--- config.mk ---
export PLATFORM = sky130hd
export DESIGN_NAME = gpio_ports
export DESIGN_NICKNAME = d
export VERILOG_FILES = /design/src/pkg/gpio_pkg.sv /design/src/core/gpio_ports.sv
export SDC_FILE = /design/constraint.sdc
export NUM_CORES = 1
export LEC_CHECK = 0
export BUFFER_PORTS_ARGS = -buffer_cell sky130_fd_sc_hd__buf_4
export CAP_MARGIN = 30
export CORE_AREA = 4 4 95 97
export CTS_CLUSTER_DIAMETER = 80
export DETAILED_ROUTE_END_ITERATION = 6
export DIE_AREA = 0 0 99 101
export PLACE_DENSITY = 0.71
export SLEW_MARGIN = 40
export SYNTH_ARGS = -nofsm -noshare
export SYNTH_HDL_FRONTEND = slang
export SYNTH_SLANG_ARGS = --single-unit
--- constraint.sdc ---
create_clock -name clk_sys_i -period 2.2 [get_ports clk_sys_i]
set_input_delay 0.22 -clock clk_sys_i [delete_from_list [all_inputs] [get_ports clk_sys_i]]
set_output_delay 0.22 -clock clk_sys_i [all_outputs]
set_load 0.01 [all_outputs]
--- src/pkg/gpio_pkg.sv ---
// Constants shared by the general-purpose port block.
package gpio_pkg;
    // Register offsets on the special-function register port.
    localparam logic [7:0] PORT0_DIRECTION_ADDR     = 8'hB8;
    localparam logic [7:0] EDGE_SELECT_REGISTER_ADDR = 8'hBF;
    localparam logic [7:0] PORT1_DIRECTION_ADDR     = 8'hC1;
    localparam logic [7:0] PORT2_DIRECTION_ADDR     = 8'hC2;
    localparam logic [7:0] PORT5_DIRECTION_ADDR     = 8'hC5;
    localparam logic [7:0] IRQ_STATUS_ADDR          = 8'hC8;
    localparam logic [7:0] IRQ_MASK_ADDR            = 8'hC9;
    localparam logic [7:0] PORT0_PIN_DATA_ADDR      = 8'hD0;
    localparam logic [7:0] PORT1_PIN_DATA_ADDR      = 8'hD1;
    localparam logic [7:0] PORT2_PIN_DATA_ADDR      = 8'hD2;
    localparam logic [7:0] PORT5_PIN_DATA_ADDR      = 8'hD5;
    localparam logic [7:0] PORT0_PULLUP_ADDR        = 8'hE0;
    localparam logic [7:0] PORT1_PULLUP_ADDR        = 8'hE1;
    localparam logic [7:0] PORT2_PULLUP_ADDR        = 8'hE2;
    localparam logic [7:0] PORT5_PULLUP_ADDR        = 8'hE5;
    localparam logic [7:0] DRAIN_MODE_CONTROL_ADDR  = 8'hE9;

    // Implemented bit positions of each port byte.
    localparam logic [7:0] PORT0_MASK      = 8'h01;
    localparam logic [7:0] PORT1_CFG_MASK  = 8'h0D;
    localparam logic [7:0] PORT1_READ_MASK = 8'h0F;
    localparam logic [7:0] PORT2_MASK      = 8'h3F;
    localparam logic [7:0] PORT5_MASK      = 8'h10;

    // Pin numbering of the flat twelve-pin vectors.
    localparam int PIN_COUNT        = 12;
    localparam int PORT0_PIN0       = 0;
    localparam int DRAIN_CAPABLE_PIN = 1;
    localparam int INPUT_ONLY_PIN   = 2;
    localparam int CRYSTAL_OUTPUT   = 3;
    localparam int CRYSTAL_INPUT    = 4;
    localparam int PORT2_BASE       = 5;
    localparam int PORT5_PIN4       = 11;

    // Field positions.
    localparam int DRAIN_ENABLE_BIT   = 0;
    localparam int RESET_SHARED_BIT   = 1;
    localparam int EDGE_FIELD_LSB     = 3;
    localparam int EXT_INT_FLAG_BIT   = 0;
    localparam int BASIC_TIMER_FLAG_BIT = 4;
    localparam int PWM_TIMER_FLAG_BIT = 5;
    localparam logic [7:0] IRQ_IMPL_MASK = 8'h31;

    typedef enum logic [1:0] {
        EDGE_RESERVED = 2'b00,
        EDGE_RISING   = 2'b01,
        EDGE_FALLING  = 2'b10,
        EDGE_BOTH     = 2'b11
    } edge_e;

    // Values after reset.
    localparam edge_e      EDGE_RESET = EDGE_FALLING;
    localparam logic [7:0] BYTE_RESET = 8'h00;
endpackage

--- src/core/gpio_ports.sv ---
// Twelve-pin general-purpose port block with open-drain and shared functions.
module gpio_ports (
    // Clock and reset.
    input  wire logic        clk_sys_i,
    input  wire logic        rstn_i,
    // Register port.
    input  wire logic [7:0]  addr_i,
    input  wire logic [7:0]  wdata_i,
    input  wire logic        wr_i,
    input  wire logic        rd_i,
    output logic      [7:0]  rdata_o,
    // Pins.
    input  wire logic [11:0] pin_in_i,
    output logic      [11:0] pin_out_o,
    output logic      [11:0] pin_oe_o,
    output logic      [11:0] pin_pullup_o,
    // Configuration options, held static by the system.
    input  wire logic        ext_reset_sel_i,
    input  wire logic        crystal_sel_i,
    // Timer side, on this clock.
    input  wire logic        basic_timer_ovf_i,
    input  wire logic        pwm_timer_ovf_i,
    input  wire logic        pwm_timer_enable_i,
    input  wire logic        pwm_output_select_i,
    input  wire logic        toggle_output_select_i,
    input  wire logic        pwm_wave_i,
    input  wire logic        buzzer_wave_i,
    // Interrupt.
    output logic             external_interrupt_input_o,
    output logic             irq_o
);

    typedef struct packed {
        logic [11:0]          pin_meta;
        logic [11:0]          pin_sync;
        logic                 int_prev;
        logic [1:0]           opt_meta;
        logic [1:0]           opt_sync;
        logic [11:0]          port_direction_bits;
        logic [11:0]          port_pullup_bits;
        logic [11:0]          latch;
        logic                 drain_enable_bit;
        gpio_pkg::edge_e      edge_select_field;
        logic [7:0]           status;
        logic [7:0]           mask;
        logic [7:0]           rdata;
    } state_s;

    state_s state_reg;
    state_s state_next;

    logic       ext_reset_sel;
    logic       crystal_sel;
    logic       ext_int_enable;
    logic       rise;
    logic       fall;
    logic       edge_hit;
    logic       pwm_sel;
    logic       buzzer_sel;
    logic [7:0] irq_events;
    logic [11:0] read_view;

    assign ext_reset_sel  = state_reg.opt_sync[0];
    assign crystal_sel    = state_reg.opt_sync[1];
    assign ext_int_enable = state_reg.mask[gpio_pkg::EXT_INT_FLAG_BIT];

    // The edge detector looks only at the second synchroniser stage, never the first.
    assign rise = state_reg.pin_sync[gpio_pkg::PORT0_PIN0] & ~state_reg.int_prev;
    assign fall = ~state_reg.pin_sync[gpio_pkg::PORT0_PIN0] & state_reg.int_prev;

    always_comb begin
        case (state_reg.edge_select_field)
            gpio_pkg::EDGE_RISING:  edge_hit = rise;
            gpio_pkg::EDGE_FALLING: edge_hit = fall;
            gpio_pkg::EDGE_BOTH:    edge_hit = rise | fall;
            default:                edge_hit = 1'b0;
        endcase
    end

    // Flags are raised whatever the mask holds; the mask gates irq_o, and mask bit 0 also enables the external interrupt input.
    always_comb begin
        irq_events = 8'h00;
        irq_events[gpio_pkg::EXT_INT_FLAG_BIT]     = edge_hit;
        irq_events[gpio_pkg::BASIC_TIMER_FLAG_BIT] = basic_timer_ovf_i;
        irq_events[gpio_pkg::PWM_TIMER_FLAG_BIT]   = pwm_timer_ovf_i;
    end

    assign pwm_sel    = pwm_timer_enable_i & pwm_output_select_i;
    assign buzzer_sel = pwm_timer_enable_i & toggle_output_select_i & ~pwm_output_select_i;

    // Input pins read their level, except pin 2 which reads one while ext_reset_sel is set; output pins read back the latch.
    always_comb begin
        for (int i = 0; i < gpio_pkg::PIN_COUNT; i++) begin
            read_view[i] = state_reg.port_direction_bits[i] ? state_reg.latch[i]
                                                            : state_reg.pin_sync[i];
        end
        if (ext_reset_sel) begin
            read_view[gpio_pkg::INPUT_ONLY_PIN] = 1'b1;
        end
    end

    always_comb begin
        state_next          = state_reg;
        state_next.pin_meta = pin_in_i;
        state_next.pin_sync = state_reg.pin_meta;
        state_next.int_prev = state_reg.pin_sync[gpio_pkg::PORT0_PIN0];
        state_next.opt_meta = {crystal_sel_i, ext_reset_sel_i};
        state_next.opt_sync = state_reg.opt_meta;
        state_next.rdata    = 8'h00;

        if (wr_i) begin
            case (addr_i)
                gpio_pkg::PORT0_DIRECTION_ADDR: begin
                    state_next.port_direction_bits[0] = wdata_i[0];
                end
                gpio_pkg::PORT1_DIRECTION_ADDR: begin
                    state_next.port_direction_bits[1] = wdata_i[0];
                    state_next.port_direction_bits[4:3] = wdata_i[3:2];
                end
                gpio_pkg::PORT2_DIRECTION_ADDR: begin
                    state_next.port_direction_bits[10:5] = wdata_i[5:0];
                end
                gpio_pkg::PORT5_DIRECTION_ADDR: begin
                    state_next.port_direction_bits[11] = wdata_i[4];
                end
                gpio_pkg::PORT0_PIN_DATA_ADDR: begin
                    state_next.latch[0] = wdata_i[0];
                end
                gpio_pkg::PORT1_PIN_DATA_ADDR: begin
                    state_next.latch[1] = wdata_i[0];
                    state_next.latch[4:3] = wdata_i[3:2];
                end
                gpio_pkg::PORT2_PIN_DATA_ADDR: begin
                    state_next.latch[10:5] = wdata_i[5:0];
                end
                gpio_pkg::PORT5_PIN_DATA_ADDR: begin
                    state_next.latch[11] = wdata_i[4];
                end
                gpio_pkg::PORT0_PULLUP_ADDR: begin
                    state_next.port_pullup_bits[0] = wdata_i[0];
                end
                gpio_pkg::PORT1_PULLUP_ADDR: begin
                    state_next.port_pullup_bits[1] = wdata_i[0];
                    state_next.port_pullup_bits[4:3] = wdata_i[3:2];
                end
                gpio_pkg::PORT2_PULLUP_ADDR: begin
                    state_next.port_pullup_bits[10:5] = wdata_i[5:0];
                end
                gpio_pkg::PORT5_PULLUP_ADDR: begin
                    state_next.port_pullup_bits[11] = wdata_i[4];
                end
                gpio_pkg::DRAIN_MODE_CONTROL_ADDR: begin
                    // Whole-byte write only; there is no read-back to merge with.
                    state_next.drain_enable_bit = wdata_i[gpio_pkg::DRAIN_ENABLE_BIT];
                end
                gpio_pkg::EDGE_SELECT_REGISTER_ADDR: begin
                    state_next.edge_select_field =
                        gpio_pkg::edge_e'(wdata_i[gpio_pkg::EDGE_FIELD_LSB +: 2]);
                end
                gpio_pkg::IRQ_STATUS_ADDR: begin
                    state_next.status = state_reg.status & ~(wdata_i & gpio_pkg::IRQ_IMPL_MASK);
                end
                gpio_pkg::IRQ_MASK_ADDR: begin
                    state_next.mask = wdata_i & gpio_pkg::IRQ_IMPL_MASK;
                end
                default: begin
                    state_next.mask = state_reg.mask;
                end
            endcase
        end

        // A new event outranks a clear written in the same cycle.
        state_next.status = state_next.status | irq_events;

        if (rd_i) begin
            case (addr_i)
                gpio_pkg::PORT0_DIRECTION_ADDR: begin
                    state_next.rdata = {7'h00, state_reg.port_direction_bits[0]};
                end
                gpio_pkg::PORT1_DIRECTION_ADDR: begin
                    state_next.rdata = {4'h0, state_reg.port_direction_bits[4:3], 1'b0,
                                        state_reg.port_direction_bits[1]};
                end
                gpio_pkg::PORT2_DIRECTION_ADDR: begin
                    state_next.rdata = {2'h0, state_reg.port_direction_bits[10:5]};
                end
                gpio_pkg::PORT5_DIRECTION_ADDR: begin
                    state_next.rdata = {3'h0, state_reg.port_direction_bits[11], 4'h0};
                end
                gpio_pkg::PORT0_PIN_DATA_ADDR: begin
                    state_next.rdata = {7'h00, read_view[0]} & gpio_pkg::PORT0_MASK;
                end
                gpio_pkg::PORT1_PIN_DATA_ADDR: begin
                    state_next.rdata = {4'h0, read_view[4:1]} & gpio_pkg::PORT1_READ_MASK;
                end
                gpio_pkg::PORT2_PIN_DATA_ADDR: begin
                    state_next.rdata = {2'h0, read_view[10:5]} & gpio_pkg::PORT2_MASK;
                end
                gpio_pkg::PORT5_PIN_DATA_ADDR: begin
                    state_next.rdata = {3'h0, read_view[11], 4'h0} & gpio_pkg::PORT5_MASK;
                end
                gpio_pkg::EDGE_SELECT_REGISTER_ADDR: begin
                    state_next.rdata = {3'h0, state_reg.edge_select_field, 3'h0};
                end
                gpio_pkg::IRQ_STATUS_ADDR: begin
                    state_next.rdata = state_reg.status;
                end
                gpio_pkg::IRQ_MASK_ADDR: begin
                    state_next.rdata = state_reg.mask;
                end
                // Pull-up and drain control are write-only and read as zero.
                default: begin
                    state_next.rdata = 8'h00;
                end
            endcase
        end
    end

    always_ff @(posedge clk_sys_i or negedge rstn_i) begin
        if (!rstn_i) begin
            state_reg                   <= '0;
            state_reg.edge_select_field <= gpio_pkg::EDGE_RESET;
        end else begin
            state_reg <= state_next;
        end
    end

    // Pin drivers.
    always_comb begin
        for (int i = 0; i < gpio_pkg::PIN_COUNT; i++) begin
            pin_out_o[i]    = state_reg.latch[i];
            pin_oe_o[i]     = state_reg.port_direction_bits[i];
            // A pin set as output never gets its pull-up.
            pin_pullup_o[i] = state_reg.port_pullup_bits[i]
                              & ~state_reg.port_direction_bits[i];
        end
        // Open drain sinks a low and lets the board pull a high.
        if (state_reg.drain_enable_bit && state_reg.port_direction_bits[1]) begin
            pin_out_o[gpio_pkg::DRAIN_CAPABLE_PIN] = 1'b0;
            pin_oe_o[gpio_pkg::DRAIN_CAPABLE_PIN]  = ~state_reg.latch[1];
        end
        pin_out_o[gpio_pkg::INPUT_ONLY_PIN]    = 1'b0;
        pin_oe_o[gpio_pkg::INPUT_ONLY_PIN]     = 1'b0;
        pin_pullup_o[gpio_pkg::INPUT_ONLY_PIN] = 1'b0;
        if (ext_int_enable) begin
            pin_oe_o[gpio_pkg::PORT0_PIN0] = 1'b0;
        end
        if (crystal_sel) begin
            pin_oe_o[4:3]     = 2'b00;
            pin_pullup_o[4:3] = 2'b00;
        end
        if (pwm_sel || buzzer_sel) begin
            pin_out_o[gpio_pkg::PORT5_PIN4]    = pwm_sel ? pwm_wave_i : buzzer_wave_i;
            pin_oe_o[gpio_pkg::PORT5_PIN4]     = 1'b1;
            pin_pullup_o[gpio_pkg::PORT5_PIN4] = 1'b0;
        end
    end

    assign external_interrupt_input_o = ext_int_enable
                                        & state_reg.pin_sync[gpio_pkg::PORT0_PIN0];
    assign irq_o   = |(state_reg.status & state_reg.mask);
    assign rdata_o = state_reg.rdata;
endmodule // gpio_ports

==> results of run 1 <==
layer usage:
layer / wire (µm) / global-route usage, %
met1: 3680 / 23.1
met5: 0 / 0
met3: 476 / 3.39
met4: 138 / 6.93
met2: 3990 / 27.0
logic make-up (layout without fill, tap and decap cells):
group | Yosys count | count (layout) | synth area share, %
compound gates | 45 | 45 | 8.65
fa+ha+maj | 2 | 2 | 0.695
buf+inv | 46 | 122 | 7.96
simple gates | 92 | 92 | 16.4
mux | 41 | 41 | 12.6
other cells | 1 | 5 | 0.104
flops | 77 | 77 | 53.5
final cells by class:
class	count	area share, %
clock buffers	10	2.86
repair buffers	96	17.3
multi-input cells	185	31.4
inverters	10	0.840
well taps	105	2.94
flip-flops and latches	77	43.2
clock inverters	6	1.57
cells in the mapped netlist (3+ instances only):
| library cell | n |
|---|---|
| nand3b_1 | 5 |
| nor3b_1 | 3 |
| mux2i_1 | 5 |
| a21oi_1 | 7 |
| clkbuf_1 | 4 |
| mux2_2 | 35 |
| buf_4 | 27 |
| buf_2 | 4 |
| or3_1 | 3 |
| nor2b_1 | 13 |
| dfrtp_1 | 76 |
| nor4_1 | 3 |
| a31oi_1 | 5 |
| inv_1 | 8 |
| o21ai_0 | 12 |
| nand2_1 | 16 |
| nand3_1 | 11 |
| nor2_1 | 15 |
worst max-delay path, cell delays in order (launching register included):
cell and delay [ps]:
dfrtp_1 460, a222oi_1 300, inv_1 80, buf_4 150
metrics by stage:
stage          cell area (µm²)  power [mW]  util, %  hold WS (ps)  setup slack (ps)
3_3_place_gp              4120        1.88     50.6           220               499
3_5_place_dp              4120        1.89     50.6           230               482
6_report                  4470        2.96     54.9          46.2               647
4_1_cts                   4470        2.98     54.9          41.8               616
2_1_floorplan             3620        1.73        -         -75.6               720
5_1_grt                   4470        3.08     54.9          36.1               611
where the power goes:
group	internal, mW	switching, mW	total [mW]
registers	1.48	0.0505	1.54
clock network	0.532	0.545	1.08
logic	0.175	0.169	0.344
total	2.19	0.765	2.96
repair_timing:
| action | in CTS | in global routing |
|---|---|---|
| hold buffers | 15 | 0 |
| setup buffers | 0 | 0 |
| hold endpoints to repair | 51 | 0 |
worst max-delay path by stage:
stage	start	to	slack, ps
after global placement	addr_i[7]	state_reg[46]$_DFFE_PN0P_	500
final	ext_int_enable$_DFFE_PN0P_	irq_o	650
after global routing	ext_int_enable$_DFFE_PN0P_	irq_o	610
after floorplan	addr_i[4]	pin_out_o[10]$_DFFE_PN0P_	720
after detailed placement	addr_i[0]	state_reg[44]$_DFFE_PN0P_	480
after CTS	ext_int_enable$_DFFE_PN0P_	irq_o	620
cell usage in the layout, fill, tap and decap left out, types with 5 or more instances in the layout:
cell type      count
o21ai_0           12
conb_1             5
mux2_2            35
buf_4             80
a21oi_1            7
dlygate4sd3_1     15
nand3_1           11
mux2i_1            5
nand3b_1           5
nor2b_1           13
nand2_1           16
nor2_1            15
a31oi_1            5
clkbuf_8           9
dfrtp_1           76
inv_1              8
==> results.toml, run 1 <==
[drt]
post-route-drc-count = 0
first_iter_violations = 163
viasPerCell = 5.16
ant_nets = 0
post_drt_wl_per_cell_um = 16.9
vias = 2521
postRouteWirelength_um = 8280
firstDrtPassIters = 4

[timing]
final-max-slew-violation-count = 0
skew_ps = 4.46
tightest_slew_ps = 507
final.setup.tns_ps = 0
period_share_pct = 70.6
relSlewSlack_pct = 66.2
hold_viol = 0
max_freq_ghz = 0.644
setup_viol = 0
rsz0062_at_grt = "false"
min_period_ps = 1550

[layout]
fill_cells = 667
diodes = 0
largest_reg_flops = 38
final-seq-area_um2 = 1930
nets = 422
finalNonFillerCells = 489
area_growth_pct = 24.0
multi_input_area_um2 = 1400
drive_gt1_share_pct = 38.8

[worst_setup_path]
critPathArrivalTime_ps = 1330
critical_path_required_ps = 1980
rr_worst_depth = 4
r2r_start = "pin_oe_o[5]$_DFFE_PN0P_"
worstSetupStartpointType = "flip-flop"
setup.worst_path.class = "reg -> out"
cp_max_fo = 5
worstReg2RegEnd = "rdata_o[0]$_DFF_PN0_"
ff2ff_setup_slack_ps = 830
end_kind = "output pin"

[clock_network]
cts_buffers = 9
insertion_delay_ps = 350
cts_tree = "done"
post_cts_resize_count = 0
cts_buffer_depth = 2
root_buffer = "clkbuf_8"
cts_sinks = 77
htree_levels = 3
clk_pin_slew_ps = 80

[floorplanning]
rows = 33
core_area_um2 = 8130
die-area_um2 = 10000
initial_core_util_pct = 44.3
die_x_um = 99
fp.dieH_um = 101
pin_count = 87

[synthesis]
synth_top_area_share_pct = 52.8
ys.flop_type = "dfrtp_1"
yosys_warnings = 0
synth_edf_count = 0
syn_inst = 304
yosysTopAreaCell = "dfrtp_1"
synth_cell_type_count = 55
ys_top_cells_by_area = "dfrtp_1 53%, mux2_2 11%, buf_4 5.6%, nor2b_1 2.3%, o21ai_0 1.7%"
synth_seq_cells = 77
syn_area_um2 = 3600
synthArstFlopShare_pct = 100
synth.avg_cell_area_um2 = 11.8
synth-seq-area-share_pct = 53.5

[pwr]
ir_worst_vdd_uv = 437
p_leak_nw = 2.06
powerDensity_nw_per_um2 = 662

[hold_path]
min_to = "state_reg[20]$_DFF_PN0_"
hold_class = "in -> reg"
hp-start = "basic_timer_ovf_i"
min_path_cells = 2

[global_route]
grt_pass1_wl_um = 13200
grt_antenna_before_repair = 0
grt-ovfl-total = 0
grt_max_degree = 40
track_usage_pct = 17.1
grt_pass1_vias = 2510

[outcome]
status = "finished clean"

[place]
place_inst = 458
dp_hpwl_um = 6010
port_buffers = 79
place_congestion = 0.889

[flow_run]
cap_violations = 0
Note: power is estimated with default switching activity, not from simulation.
==> run 2: changes to the inputs <==
==> constraint.sdc (replaced) <==
create_clock -name clk_sys_i -period 1.5 [get_ports clk_sys_i]
set_input_delay 0.15 -clock clk_sys_i [delete_from_list [all_inputs] [get_ports clk_sys_i]]
set_output_delay 0.15 -clock clk_sys_i [all_outputs]
set_load 0.01 [all_outputs]
==> results.toml, run 2 (same netlist as run 1, synthesis figures left out) <==
[drt]
postRouteWirelength_um = 8490
post-route-drc-count = 0
viasPerCell = 5.07
first_iter_violations = 117
ant_nets = 0
firstDrtPassIters = 4
vias = 2643
post_drt_wl_per_cell_um = 16.3

[worst_setup_path]
end_kind = "output pin"
crit_start = "state_reg[20]$_DFF_PN0_"
cp_max_fo = 3
worstReg2RegEnd = "rdata_o[0]$_DFF_PN0_"
crit_end = "irq_o"
ff2ff_setup_slack_ps = 190
setup.worst_path.class = "reg -> out"
worstSetupStartpointType = "flip-flop"
critical_path_required_ps = 1350
r2r_start = "pin_oe_o[5]$_DFFE_PN0P_"
critPathArrivalTime_ps = 1280
rr_worst_depth = 4

[layout]
finalNonFillerCells = 521
area_growth_pct = 31.5
fill_cells = 695
final_util_pct = 58.2
layout_commonest_cell = "buf_4"
diodes = 0
mostFrequentLayoutCells = "109 x buf_4, 74 x dfrtp_1, 35 x mux2_2"
final_area_um2 = 4730
largest_reg_flops = 38
drive_gt1_share_pct = 44.0
nets = 454

[timing]
skew_ps = 6.21
setup_viol = 0
min_period_ps = 1430
max_freq_ghz = 0.699
hold_viol = 0
final-max-slew-violation-count = 0
setup_ws_ps = 70.3
period_share_pct = 95.3
rsz0062_at_grt = "true"

[global_route]
grt_pass1_wl_um = 13900
track_usage_pct = 17.9
grt_antenna_before_repair = 0
grt_pass1_vias = 2731
grt-ovfl-total = 0
grt_max_degree = 39

[floorplanning]
pin_count = 87
core_area_um2 = 8130
rows = 33
die_x_um = 99
fp.dieH_um = 101
die-area_um2 = 10000
initial_core_util_pct = 44.3

[hold_path]
min_path_cells = 2
hold_class = "in -> reg"

[place]
dp_hpwl_um = 6390
port_buffers = 79
dpl-instance-area_um2 = 4330
place_congestion = 0.823
place_inst = 485
dp_slack_ps = -49.6

[pwr]
p_leak_nw = 2.23
powerDensity_nw_per_um2 = 922
ir_worst_vdd_uv = 483

[clock_network]
htree_levels = 3
cts_buffer_depth = 2
cts_tree = "done"
insertion_delay_ps = 350
root_buffer = "clkbuf_8"
cts_sinks = 77
clk_pin_slew_ps = 80
cts_buffers = 9

[outcome]
status = "finished clean"

[flow_run]
cap_violations = 0
run 2: per-stage QoR:
step           power (mW)  TNS [ps]  hold slack, ps
6_report             4.36         0            38.9
5_1_grt              4.58     -39.9            23.6
2_1_floorplan        2.53         0            -146
4_1_cts              4.42         0            22.0
3_3_place_gp         2.80      -123            61.9
3_5_place_dp         2.81      -353            61.9
run 2: critical path, stage by stage, from the launching register on:
cell,delay [ps]
dfrtp_1,410
a222oi_1,310
inv_1,70
buf_4,140
run 2: area by class of cell:
| class | count | area (µm²) | area share (%) |
|---|---|---|---|
| Tap cell | 105 | 131 | 2.77 |
| Clock buffer | 9 | 124 | 2.62 |
| Timing Repair Buffer | 128 | 1030 | 21.7 |
| Sequential cell | 77 | 1930 | 40.8 |
| Inverter | 10 | 37.5 | 0.793 |
| Multi-Input combinational cell | 185 | 1410 | 29.7 |
| Clock inverter | 7 | 75.1 | 1.59 |
run 2: worst min-delay path by stage:
stage / startpoint / endpoint / slack [ps]
3_5_place_dp: rstn_i / state_next[78]$_DFF_PN0_ / 60
6_report: wdata_i[1] / pin_out_o[6]$_DFFE_PN0P_ / 40
2_1_floorplan: rstn_i / crystal_sel$_DFF_PN0_ / -150
3_3_place_gp: rstn_i / state_next[78]$_DFF_PN0_ / 60
5_1_grt: wdata_i[1] / pin_out_o[6]$_DFFE_PN0P_ / 20
4_1_cts: wdata_i[1] / pin_out_o[6]$_DFFE_PN0P_ / 20
run 2: power by group:
part / switching, mW / internal, mW / leakage [nW]
registers: 0.0704 / 2.18 / 0.969
clock network: 0.781 / 0.776 / 0.104
logic: 0.259 / 0.298 / 1.16
run 2: repair_timing:
action	in CTS	in global routing
gates resized for setup	0	4
endpoints found under the hold margin	52	0
endpoints found under the setup margin	0	2
buffers inserted	0	3
hold buffers	17	0
run 2: layer usage:
layer | vias up | share of wire [%] | wire (µm) | global-route usage, %
met1 | 1307 | 42 | 3580 | 22.4
met5 | - | 0 | 0 | 0
met2 | 67 | 52 | 4430 | 30.9
met3 | 8 | 4.8 | 409 | 4.91
li1 | 1261 | - | - | -
met4 | 0 | 0.87 | 74 | 4.31
==> run 3: changes to the inputs <==
--- a/config.mk
+++ b/config.mk
@@ -11,6 +11,7 @@
 export CTS_CLUSTER_DIAMETER = 80
 export DETAILED_ROUTE_END_ITERATION = 6
 export DIE_AREA = 0 0 99 101
+export MAX_ROUTING_LAYER = met4
 export PLACE_DENSITY = 0.71
 export SLEW_MARGIN = 40
 export SYNTH_ARGS = -nofsm -noshare
==> results.toml, run 3 (same netlist as run 1, synthesis figures left out) <==
[clock_network]
root_buffer = "clkbuf_8"
cts_sinks = 77
htree_levels = 3
insertion_delay_ps = 340
cts_tree = "done"
cts_buffer_depth = 2
clk_pin_slew_ps = 70
cts_buffers = 9

[layout]
largest_reg_flops = 38
diodes = 0
final_util_pct = 58.0
drive_gt1_share_pct = 43.4
nets = 457
layout_commonest_cell = "buf_4"
mostFrequentLayoutCells = "111 x buf_4, 74 x dfrtp_1, 35 x mux2_2"
fill_cells = 690
area_growth_pct = 31.0

[timing]
rsz0062_at_grt = "true"
max_freq_ghz = 0.705
period_share_pct = 94.6
setup_ws_ps = 80.8
min_period_ps = 1420
skew_ps = 6.69
final.setup.tns_ps = 0
holdWs_ps = 39.9
hold_viol = 0
setup_viol = 0
final-max-slew-violation-count = 0

[pwr]
powerDensity_nw_per_um2 = 876
pwr-share-comb_pct = 14.1
p_leak_nw = 2.22
power.switching_mw = 1.04
p_int_mw = 3.09
p_sw_share_pct = 25.2
ir_worst_vdd_uv = 429
pwr-share-clk_pct = 31.5
seqPwrFrac_pct = 54.4

[drt]
viasPerCell = 5.07
first_iter_violations = 72
postRouteWirelength_um = 8530
post-route-drc-count = 0
ant_nets = 0
vias = 2656
firstDrtPassIters = 4
post_drt_wl_per_cell_um = 16.3

[floorplanning]
rows = 33
core_area_um2 = 8130
fp.dieH_um = 101
initial_core_util_pct = 44.3
die_x_um = 99
pin_count = 87
die-area_um2 = 10000

[global_route]
grt_max_degree = 35
grt_pass1_vias = 2822
grt-ovfl-total = 0
grt_antenna_before_repair = 0
track_usage_pct = 18.6
grt_pass1_wl_um = 14100

[worst_setup_path]
critPathArrivalTime_ps = 1270
cp_max_fo = 3
critical_path_required_ps = 1350
worstSetupStartpointType = "flip-flop"
setup.worst_path.class = "reg -> out"
ff2ff_setup_slack_ps = 170
worstReg2RegEnd = "rdata_o[0]$_DFF_PN0_"
end_kind = "output pin"
r2r_start = "state_reg[16]$_DFF_PN0_"
rr_worst_depth = 5

[place]
dp_slack_ps = -45.0
dp_hpwl_um = 6370
port_buffers = 79
place_congestion = 0.893

[hold_path]
hold_class = "in -> reg"
min_path_cells = 2
min_to = "pin_out_o[6]$_DFFE_PN0P_"
hp-start = "wdata_i[1]"

[outcome]
status = "finished clean"

[flow_run]
cap_violations = 0
-- run 3: changes by cell type in the layout (fill, tap and decap cells not counted), sizes merged --
cell	before	now
inv	11	10
buf	111	114
bufinv	1	0
clkinvlp	0	2
clkinv	5	2
clkbuf	9	12
-- run 3: worst max-delay path by stage --
stage | start | end | slack, ps | cells past startpoint
after floorplan | addr_i[4] | pin_out_o[10]$_DFFE_PN0P_ | 90 | 5
after global placement | addr_i[7] | rdata_o[1]$_DFF_PN0_ | -30 | 6
after detailed placement | wr_i | pin_out_o[10]$_DFFE_PN0P_ | -50 | 5
after CTS | state_reg[20]$_DFF_PN0_ | irq_o | 10 | 3
after global routing | state_reg[16]$_DFF_PN0_ | irq_o | -10 | 3
final | state_reg[20]$_DFF_PN0_ | irq_o | 80 | 3
-- run 3: area by class of cell --
| class | instances | area [µm²] | share of cell area, % |
|---|---|---|---|
| inverters | 10 | 37.5 | 0.796 |
| clock inverters | 4 | 25.0 | 0.531 |
| clock buffers | 12 | 135 | 2.86 |
| well taps | 105 | 131 | 2.79 |
| flip-flops and latches | 77 | 1930 | 40.9 |
| repair buffers | 131 | 1050 | 22.4 |
| multi-input cells | 185 | 1400 | 29.7 |
-- run 3: critical path, cell delays in order, from the launching register on --
cell,delay [ps]
dfrtp_1,400
a222oi_1,310
inv_1,90
buf_6,130
-- run 3: power by group through the flow --
stage                     clock, mW  combinational (mW)  sequential [mW]
final                          1.30               0.581             2.25
after detailed placement          0               0.523             2.29
after floorplan                   0               0.268             2.27
after global placement            0               0.515             2.29
after global routing           1.44               0.636             2.26
after CTS                      1.35               0.559             2.25
-- run 3: timing repair --
| action | 4_1_cts | 5_1_grt |
|---|---|---|
| gates resized for setup | 0 | 4 |
| hold endpoints to repair | 43 | 0 |
| hold buffers | 17 | 0 |
| endpoints found under the setup margin | 0 | 2 |
| setup buffers | 0 | 5 |
-- run 3: stage by stage --
| step | cell area (µm²) | power [mW] | cells |
|---|---|---|---|
| global placement | 4340 | 2.81 | 486 |
| detailed placement | 4340 | 2.82 | 486 |
| floorplan | 3620 | 2.53 | 308 |
| CTS | 4670 | 4.17 | 519 |
| finish | 4720 | 4.13 | 524 |
| global route | 4720 | 4.34 | 524 |
-- run 3: routing by layer --
layer / global-route usage [%] / vias up / wire length (µm) / part of all wire [%]
li1: - / 1268 / - / -
met3: 4.78 / 8 / 350 / 4.1
met5: - / - / 0 / 0
met1: 22.5 / 1315 / 3730 / 44
met2: 31.4 / 65 / 4370 / 51
met4: 4.41 / 0 / 72 / 0.84
